File: config.mk
export PLATFORM = sky130hd
export DESIGN_NAME = dsnz_exec
export DESIGN_NICKNAME = d
export VERILOG_FILES = /design/src/dsnz_pkg.sv /design/src/dsnz_addr_gen.sv /design/src/dsnz_exec.sv
export SDC_FILE = /design/constraint.sdc
export NUM_CORES = 1
export LEC_CHECK = 0
export ABC_AREA = 1
export BUFFER_PORTS_ARGS = -buffer_cell sky130_fd_sc_hd__buf_2
export CORE_ASPECT_RATIO = 0.9
export CORE_MARGIN = 1.5
export CORE_UTILIZATION = 40
export DETAILED_ROUTE_END_ITERATION = 16
export GPL_ROUTABILITY_DRIVEN = 0
export PLACE_DENSITY_LB_ADDON = 0.3
export SETUP_SLACK_MARGIN = 0.02
export SYNTH_ARGS = -nofsm -noshare
export SYNTH_HDL_FRONTEND = slang
export SYNTH_SLANG_ARGS = --single-unit
export TNS_END_PERCENT = 100
File: constraint.sdc
create_clock -name i_clk_sys -period 1.7 [get_ports i_clk_sys]
set_clock_uncertainty 0.05 [all_clocks]
set_input_delay 0.255 -clock i_clk_sys [delete_from_list [all_inputs] [get_ports i_clk_sys]]
set_output_delay 0.255 -clock i_clk_sys [all_outputs]
set_load 0.02 [all_outputs]
File: src/dsnz_pkg.sv
// Constants and types for the decrement-and-skip-if-nonzero execution unit.
package dsnz_pkg;
	localparam int DATA_W = 8;
	localparam int ADDR_W = 12;
	localparam int BANK_W = 4;
	localparam logic [5:0] OPCODE = 6'h13;
	localparam int OPC_LSB = 10;
	localparam int DEST_BIT = 9;
	localparam int WIN_BIT = 8;
	localparam logic [7:0] INDEX_MAX = 8'h5f;
	localparam logic [7:0] ACCESS_SPLIT = 8'h60;
	localparam logic [3:0] ACCESS_HIGH_BANK = 4'hf;
	localparam logic [7:0] DATA_RST = 8'h00;
	localparam logic [1:0] PHASE_DECODE = 2'd0;
	localparam logic [1:0] PHASE_READ = 2'd1;
	localparam logic [1:0] PHASE_PROC = 2'd2;
	localparam logic [1:0] PHASE_WRITE = 2'd3;
	typedef enum logic [3:0] {
		ST_IDLE = 4'b0001,
		ST_EXEC = 4'b0010,
		ST_SKIP1 = 4'b0100,
		ST_SKIP2 = 4'b1000
	} exec_state_t;
endpackage

File: src/dsnz_addr_gen.sv
// Data address former for bank, access-bank and indexed literal-offset modes.
`timescale 1ns/1ps
module dsnz_addr_gen
	import dsnz_pkg::*;
(
	input wire logic [7:0] i_index,
	input wire logic i_win_sel,
	input wire logic i_ext_en,
	input wire logic [dsnz_pkg::BANK_W-1:0] i_bank_ptr,
	input wire logic [dsnz_pkg::ADDR_W-1:0] i_index_base,
	output logic [dsnz_pkg::ADDR_W-1:0] o_addr,
	output logic o_indexed
);
	wire indexed_w = !i_win_sel && i_ext_en && (i_index <= INDEX_MAX);
	wire [ADDR_W-1:0] bank_addr_w = {i_bank_ptr, i_index};
	wire [ADDR_W-1:0] access_addr_w = (i_index < ACCESS_SPLIT) ?
		{4'h0, i_index} : {ACCESS_HIGH_BANK, i_index};
	wire [ADDR_W-1:0] idx_addr_w = i_index_base + {4'h0, i_index};
	assign o_indexed = indexed_w;
	assign o_addr = indexed_w ? idx_addr_w :
		(i_win_sel ? bank_addr_w : access_addr_w);
endmodule

File: src/dsnz_exec.sv
// Execution unit for the decrement-and-skip-if-nonzero instruction.
`timescale 1ns/1ps
module dsnz_exec
	import dsnz_pkg::*;
(
	input wire logic i_clk_sys,
	input wire logic i_rst,
	input wire logic i_ce,
	input wire logic i_start,
	input wire logic [15:0] i_instr,
	input wire logic i_ext_en,
	input wire logic [dsnz_pkg::BANK_W-1:0] i_bank_ptr,
	input wire logic [dsnz_pkg::ADDR_W-1:0] i_index_base,
	input wire logic [7:0] i_rd_data,
	input wire logic i_next_two_word,
	output logic [1:0] o_phase,
	output logic o_busy,
	output logic o_done,
	output logic [dsnz_pkg::ADDR_W-1:0] o_addr,
	output logic o_rd_en,
	output logic o_wr_en,
	output logic [7:0] o_wr_data,
	output logic o_acc_we,
	output logic [7:0] o_acc_data,
	output logic o_discard,
	output logic o_nop,
	output logic o_indexed
);
	import dsnz_pkg::*;
	exec_state_t state_q, state_d;
	logic [1:0] phase_q;
	logic dest_q, win_q;
	logic [7:0] index_q, result_q;
	logic nz_q;
	logic [ADDR_W-1:0] addr_q;
	logic indexed_q;
	logic rd_en_q, wr_en_q, acc_we_q, done_q, discard_q, nop_q;
	logic [7:0] wr_data_q, acc_data_q;
	logic [ADDR_W-1:0] addr_w;
	logic indexed_w;

	wire is_op_w = i_instr[15:OPC_LSB] == OPCODE;
	wire take_w = (state_q == ST_IDLE) && i_start && is_op_w;
	wire ph_end_w = phase_q == PHASE_WRITE;
	wire [7:0] dec_w = i_rd_data - 8'h01;

	dsnz_addr_gen u_addr (
		.i_index(i_instr[7:0]),
		.i_win_sel(i_instr[WIN_BIT]),
		.i_ext_en(i_ext_en),
		.i_bank_ptr(i_bank_ptr),
		.i_index_base(i_index_base),
		.o_addr(addr_w),
		.o_indexed(indexed_w)
	);

	always_comb begin
		state_d = state_q;
		case (state_q)
			ST_IDLE: if (take_w) state_d = ST_EXEC;
			ST_EXEC: if (ph_end_w)
				state_d = nz_q ? ST_SKIP1 : ST_IDLE;
			ST_SKIP1: if (ph_end_w)
				state_d = i_next_two_word ? ST_SKIP2 : ST_IDLE;
			ST_SKIP2: if (ph_end_w) state_d = ST_IDLE;
			default: state_d = ST_IDLE;
		endcase
	end

	always_ff @(posedge i_clk_sys) begin
		if (i_rst) begin
			state_q <= ST_IDLE;
			phase_q <= PHASE_DECODE;
			dest_q <= 1'b1;
			win_q <= 1'b1;
			index_q <= DATA_RST;
			result_q <= DATA_RST;
			nz_q <= 1'b0;
			addr_q <= '0;
			indexed_q <= 1'b0;
		end else if (i_ce) begin
			state_q <= state_d;
			phase_q <= (state_q == ST_IDLE) ? PHASE_DECODE : phase_q + 2'd1;
			if (take_w) begin
				dest_q <= i_instr[DEST_BIT];
				win_q <= i_instr[WIN_BIT];
				index_q <= i_instr[7:0];
				addr_q <= addr_w;
				indexed_q <= indexed_w;
			end
			if (state_q == ST_EXEC && phase_q == PHASE_READ) begin
				result_q <= dec_w;
				nz_q <= dec_w != 8'h00;
			end
		end
	end

	wire wr_w = state_q == ST_EXEC && phase_q == PHASE_PROC;
	always_ff @(posedge i_clk_sys) begin
		if (i_rst) begin
			rd_en_q <= 1'b0;
			wr_en_q <= 1'b0;
			acc_we_q <= 1'b0;
			wr_data_q <= DATA_RST;
			acc_data_q <= DATA_RST;
			done_q <= 1'b0;
			discard_q <= 1'b0;
			nop_q <= 1'b0;
		end else if (i_ce) begin
			rd_en_q <= take_w;
			wr_en_q <= wr_w && dest_q;
			acc_we_q <= wr_w && !dest_q;
			if (wr_w) begin
				wr_data_q <= result_q;
				acc_data_q <= result_q;
			end
			discard_q <= (state_q == ST_EXEC) && ph_end_w && nz_q;
			nop_q <= state_d == ST_SKIP1 || state_d == ST_SKIP2;
			done_q <= (state_q != ST_IDLE) && (state_d == ST_IDLE);
		end
	end

	assign o_phase = phase_q;
	assign o_busy = state_q != ST_IDLE;
	assign o_done = done_q;
	assign o_addr = addr_q;
	assign o_rd_en = rd_en_q;
	assign o_wr_en = wr_en_q;
	assign o_wr_data = wr_data_q;
	assign o_acc_we = acc_we_q;
	assign o_acc_data = acc_data_q;
	assign o_discard = discard_q;
	assign o_nop = nop_q;
	assign o_indexed = indexed_q;

	property p_dec;
		@(posedge i_clk_sys) disable iff (i_rst)
		(i_ce && state_q == ST_EXEC && phase_q == PHASE_READ) ##1 i_ce
		|=> (result_q == $past(i_rd_data, 2) - 8'h01);
	endproperty
	a_dec: assert property (p_dec) else $error("bad decrement");

	property p_dest;
		@(posedge i_clk_sys) disable iff (i_rst)
		(o_wr_en || o_acc_we) |-> (o_wr_en != o_acc_we) && o_wr_en == dest_q;
	endproperty
	a_dest: assert property (p_dest) else $error("bad destination");

	property p_skip;
		@(posedge i_clk_sys) disable iff (i_rst)
		o_discard |-> nz_q && result_q != 8'h00;
	endproperty
	a_skip: assert property (p_skip) else $error("bad discard");

	property p_noskip_len;
		@(posedge i_clk_sys) disable iff (i_rst)
		(i_ce && take_w) ##1 (i_ce [*4]) ##0 !nz_q |=> !o_busy;
	endproperty
	a_noskip_len: assert property (p_noskip_len) else $error("not 1 cycle");

	property p_skip2;
		@(posedge i_clk_sys) disable iff (i_rst)
		(i_ce && state_q == ST_SKIP1 && ph_end_w && i_next_two_word)
		|=> state_q == ST_SKIP2;
	endproperty
	a_skip2: assert property (p_skip2) else $error("no second skip");

	property p_bank;
		@(posedge i_clk_sys) disable iff (i_rst)
		(i_ce && take_w && i_instr[WIN_BIT])
		|=> o_addr == {$past(i_bank_ptr), $past(i_instr[7:0])};
	endproperty
	a_bank: assert property (p_bank) else $error("bad bank address");

	property p_idx;
		@(posedge i_clk_sys) disable iff (i_rst)
		(i_ce && take_w) |=> o_indexed == (!win_q && $past(i_ext_en)
			&& index_q <= INDEX_MAX);
	endproperty
	a_idx: assert property (p_idx) else $error("bad indexed mode");

	property p_phase;
		@(posedge i_clk_sys) disable iff (i_rst)
		(o_wr_en || o_acc_we) |-> phase_q == PHASE_WRITE;
	endproperty
	a_phase: assert property (p_phase) else $error("write off phase");

	c_noskip: cover property (@(posedge i_clk_sys) o_done && !o_nop);
	c_skip: cover property (@(posedge i_clk_sys) o_discard);
	c_skip2: cover property (@(posedge i_clk_sys) state_q == ST_SKIP2);
	c_acc: cover property (@(posedge i_clk_sys) o_acc_we);
endmodule

==> impl_metrics.json <==
{
  "outcome": "finished, final reports clean",
  "clock-sinks": 43,
  "routed_via_density": 4.82,
  "max_slew_margin_pct": 69.7,
  "grt_pass1_wl_um": 11000,
  "place_inst": 565,
  "p_leak_nw": 1.76,
  "yosysTopAreaCellShare_pct": 32.8,
  "wl_um": 6650,
  "max-vdd-ir-drop_mv": 0.525,
  "setup_violations": 0,
  "dp_hpwl_um": 5240,
  "synth_top_area_cell": "dfxtp_1",
  "critical_path_buf_inv_count": 4,
  "worstPathRequired_ns": 1.39,
  "core_mm2": 0.00622,
  "drive_gt1_share_pct": 26.0,
  "clock_latency_ns": 0.30,
  "min_from": "i_rd_data[0]",
  "synthTopCellsByArea": "dfxtp_1 33%, nand2_1 16%, a21oi_1 8.2%",
  "fmax_ghz": 0.613,
  "layout_commonest_cell": "nand2_1",
  "period_share_pct": 96.0,
  "die_w_um": 88.3,
  "numCtsBuffers": 5,
  "ys_async_sr_fraction_pct": 0,
  "clk_pin_slew_worst_paths_ns": 0.08,
  "crit_path_max_incr_delay_ns": 0.36,
  "start_util_pct": 42.2,
  "cp_slowest_cell": "dfxtp_4",
  "syn_inst": 397,
  "maxSlewViolCount": 0,
  "nNetsFinal": 551,
  "cp.depth": 6,
  "max_cap_violations": 0,
  "wl_per_cell_um": 11.5,
  "ys_ff_latch": 43,
  "p_per_area_mw_per_mm2": 686,
  "grt_setup_unrepaired": "yes",
  "detail_route.first_pass.iterations": 4,
  "gr-total-overflow": 0,
  "ioPinCount": 84,
  "finalPower_mw": 2.29,
  "yosys_warnings": 0,
  "cts_max_level": 2,
  "cts_tree": "built",
  "hold_depth": 2,
  "most-common-layout-cells": "111 x nand2_1, 82 x buf_2, 43 x inv_1, 43 x a21oi_1, 41 x dfxtp_1",
  "io_buffers": 83,
  "crit_top_cell": "buf_6",
  "min_path_type": "input port to flop",
  "grt_max_degree": 24,
  "antenna_found_initial": 0,
  "synth-edff-count": 0,
  "hold_violations": 0,
  "clockBufferDepth": 2,
  "grt_util_all_layers_pct": 19.9,
  "syn_area_per_cell_um2": 6.60,
  "startpoint_type": "flop",
  "max_slew.worst_pin.slew_ns": 0.454,
  "dieHeight_um": 79.8,
  "rr_startpoint": "state_q[2]$_SDFFE_PP0P_",
  "ant_nets": 0,
  "crit_path_end_kind": "output pin",
  "ctsHoldBuffers": 0,
  "grt_pass1_vias": 2484,
  "crit_arrival_ns": 1.33,
  "crit_path_cell_trace": "inv_4 > nand2_2 > nor3_4 > buf_6 > inv_2 > buf_6",
  "tns_ns": 0,
  "syn_to_final_growth_pct": 27.5,
  "die_area_mm2": 0.00705,
  "finish.utilization_pct": 53.8,
  "fill_cells": 656,
  "fin_crit_ns": 1.63,
  "ys.flop_type": "dfxtp_1",
  "startpoint": "state_q[2]$_SDFFE_PP0P_",
  "drc": 0,
  "synth_nets": 457,
  "worstRegToRegCells": 8,
  "critPathKind": "flop to output pin",
  "netlist_area_mm2": 0.00262,
  "finalNonFillerCells": 579,
  "first_iter_violations": 151,
  "via_count": 2793,
  "ys_types": 31,
  "root_buffer": "clkbuf_8",
  "yosysSeqAreaShare_pct": 32.8,
  "crit_fanout": 3,
  "path_delay_family": "flip-flops",
  "antenna_cells": 0,
  "rows": 27
}
## flip-flops by register name (all words and copies together), names as in the netlist
register,flops
o_acc_data,8
state_q,4
o_addr,12
o_done,1
o_phase,2
nz_q,1
o_wr_en,1
o_nop,1
o_discard,1
o_rd_en,1
o_indexed,1
dest_q,1
result_q,8
o_acc_we,1
## worst reg2reg max path: stages (launching register included)
cell and delay, ns:
dfxtp_4 0.36, inv_4 0.06, nand2_2 0.06, nor3_4 0.25, nand3_2 0.16, nor2_4 0.24
buf_4 0.17, nand3_1 0.07, o211a_1 0.11
## cells in the mapped netlist (3+ instances only)
library cell,count
xnor2_1,5
a21oi_1,43
nand3_1,32
ha_1,13
o21ai_0,20
o211ai_1,3
dfxtp_1,43
inv_1,45
inv_2,3
nand2_1,111
nand4_1,8
clkbuf_1,7
buf_4,9
nor2_1,32
## cell type report
cell class	count	area [µm²]	share of cell area [%]
clock buffers	6	82.6	2.47
clock inverters	2	35.0	1.05
inverters	49	186	5.58
multi-input cells	288	1480	44.2
flip-flops and latches	43	866	25.9
well taps	87	109	3.26
repair buffers	104	587	17.6
## repair_timing
item	CTS	global route
resized for setup	0	12
setup buffers	0	6
endpoints found under the setup margin	0	4
endpoints found under the hold margin	0	0
## per-stage QoR
stage | setup WS (ns) | area (µm²) | hold WS, ns
floorplan | 0.0763 | 2620 | 0.295
global placement | -0.0480 | 3160 | 0.401
detailed placement | -0.115 | 3160 | 0.404
CTS | 0.0391 | 3270 | 0.106
global route | 0.00594 | 3340 | 0.121
finish | 0.0675 | 3340 | 0.112
## path summary, 6_finish.rpt
kind	slack (ns)	to
worst max register to register	0.08	o_addr[1]$_SDFFE_PP0P_
worst max-delay path	0.07	o_busy
worst min register to register	0.41	o_wr_en$_SDFFE_PP0P_
worst min-delay path	0.11	result_q[0]$_SDFFE_PP0P_
## metal layers
| metal | global-route usage [%] | routed length [µm] | vias up |
|---|---|---|---|
| li1 | - | - | 1476 |
| met2 | 30.2 | 2870 | 76 |
| met1 | 28.1 | 3360 | 1237 |
| met3 | 4.65 | 376 | 4 |
| met4 | 5.16 | 46 | 0 |
| met5 | 0 | 0 | - |
## cell families (layout without fill, tap and decap cells)
group | Yosys count | count (layout) | synth area share, %
simple gates | 193 | 193 | 31.7
compound gates | 74 | 74 | 15.1
buf+inv | 66 | 161 | 11.0
flops | 43 | 43 | 32.8
fa+ha+maj | 14 | 14 | 6.97
xor+xnor | 7 | 7 | 2.34
## where the power goes
| group | internal [mW] | switching (mW) | total (mW) |
|---|---|---|---|
| sequential | 1.02 | 0.0133 | 1.03 |
| combinational | 0.179 | 0.249 | 0.428 |
| clock | 0.476 | 0.356 | 0.832 |
| total | 1.67 | 0.618 | 2.29 |
Note: power is estimated with default switching activity, not from simulation.
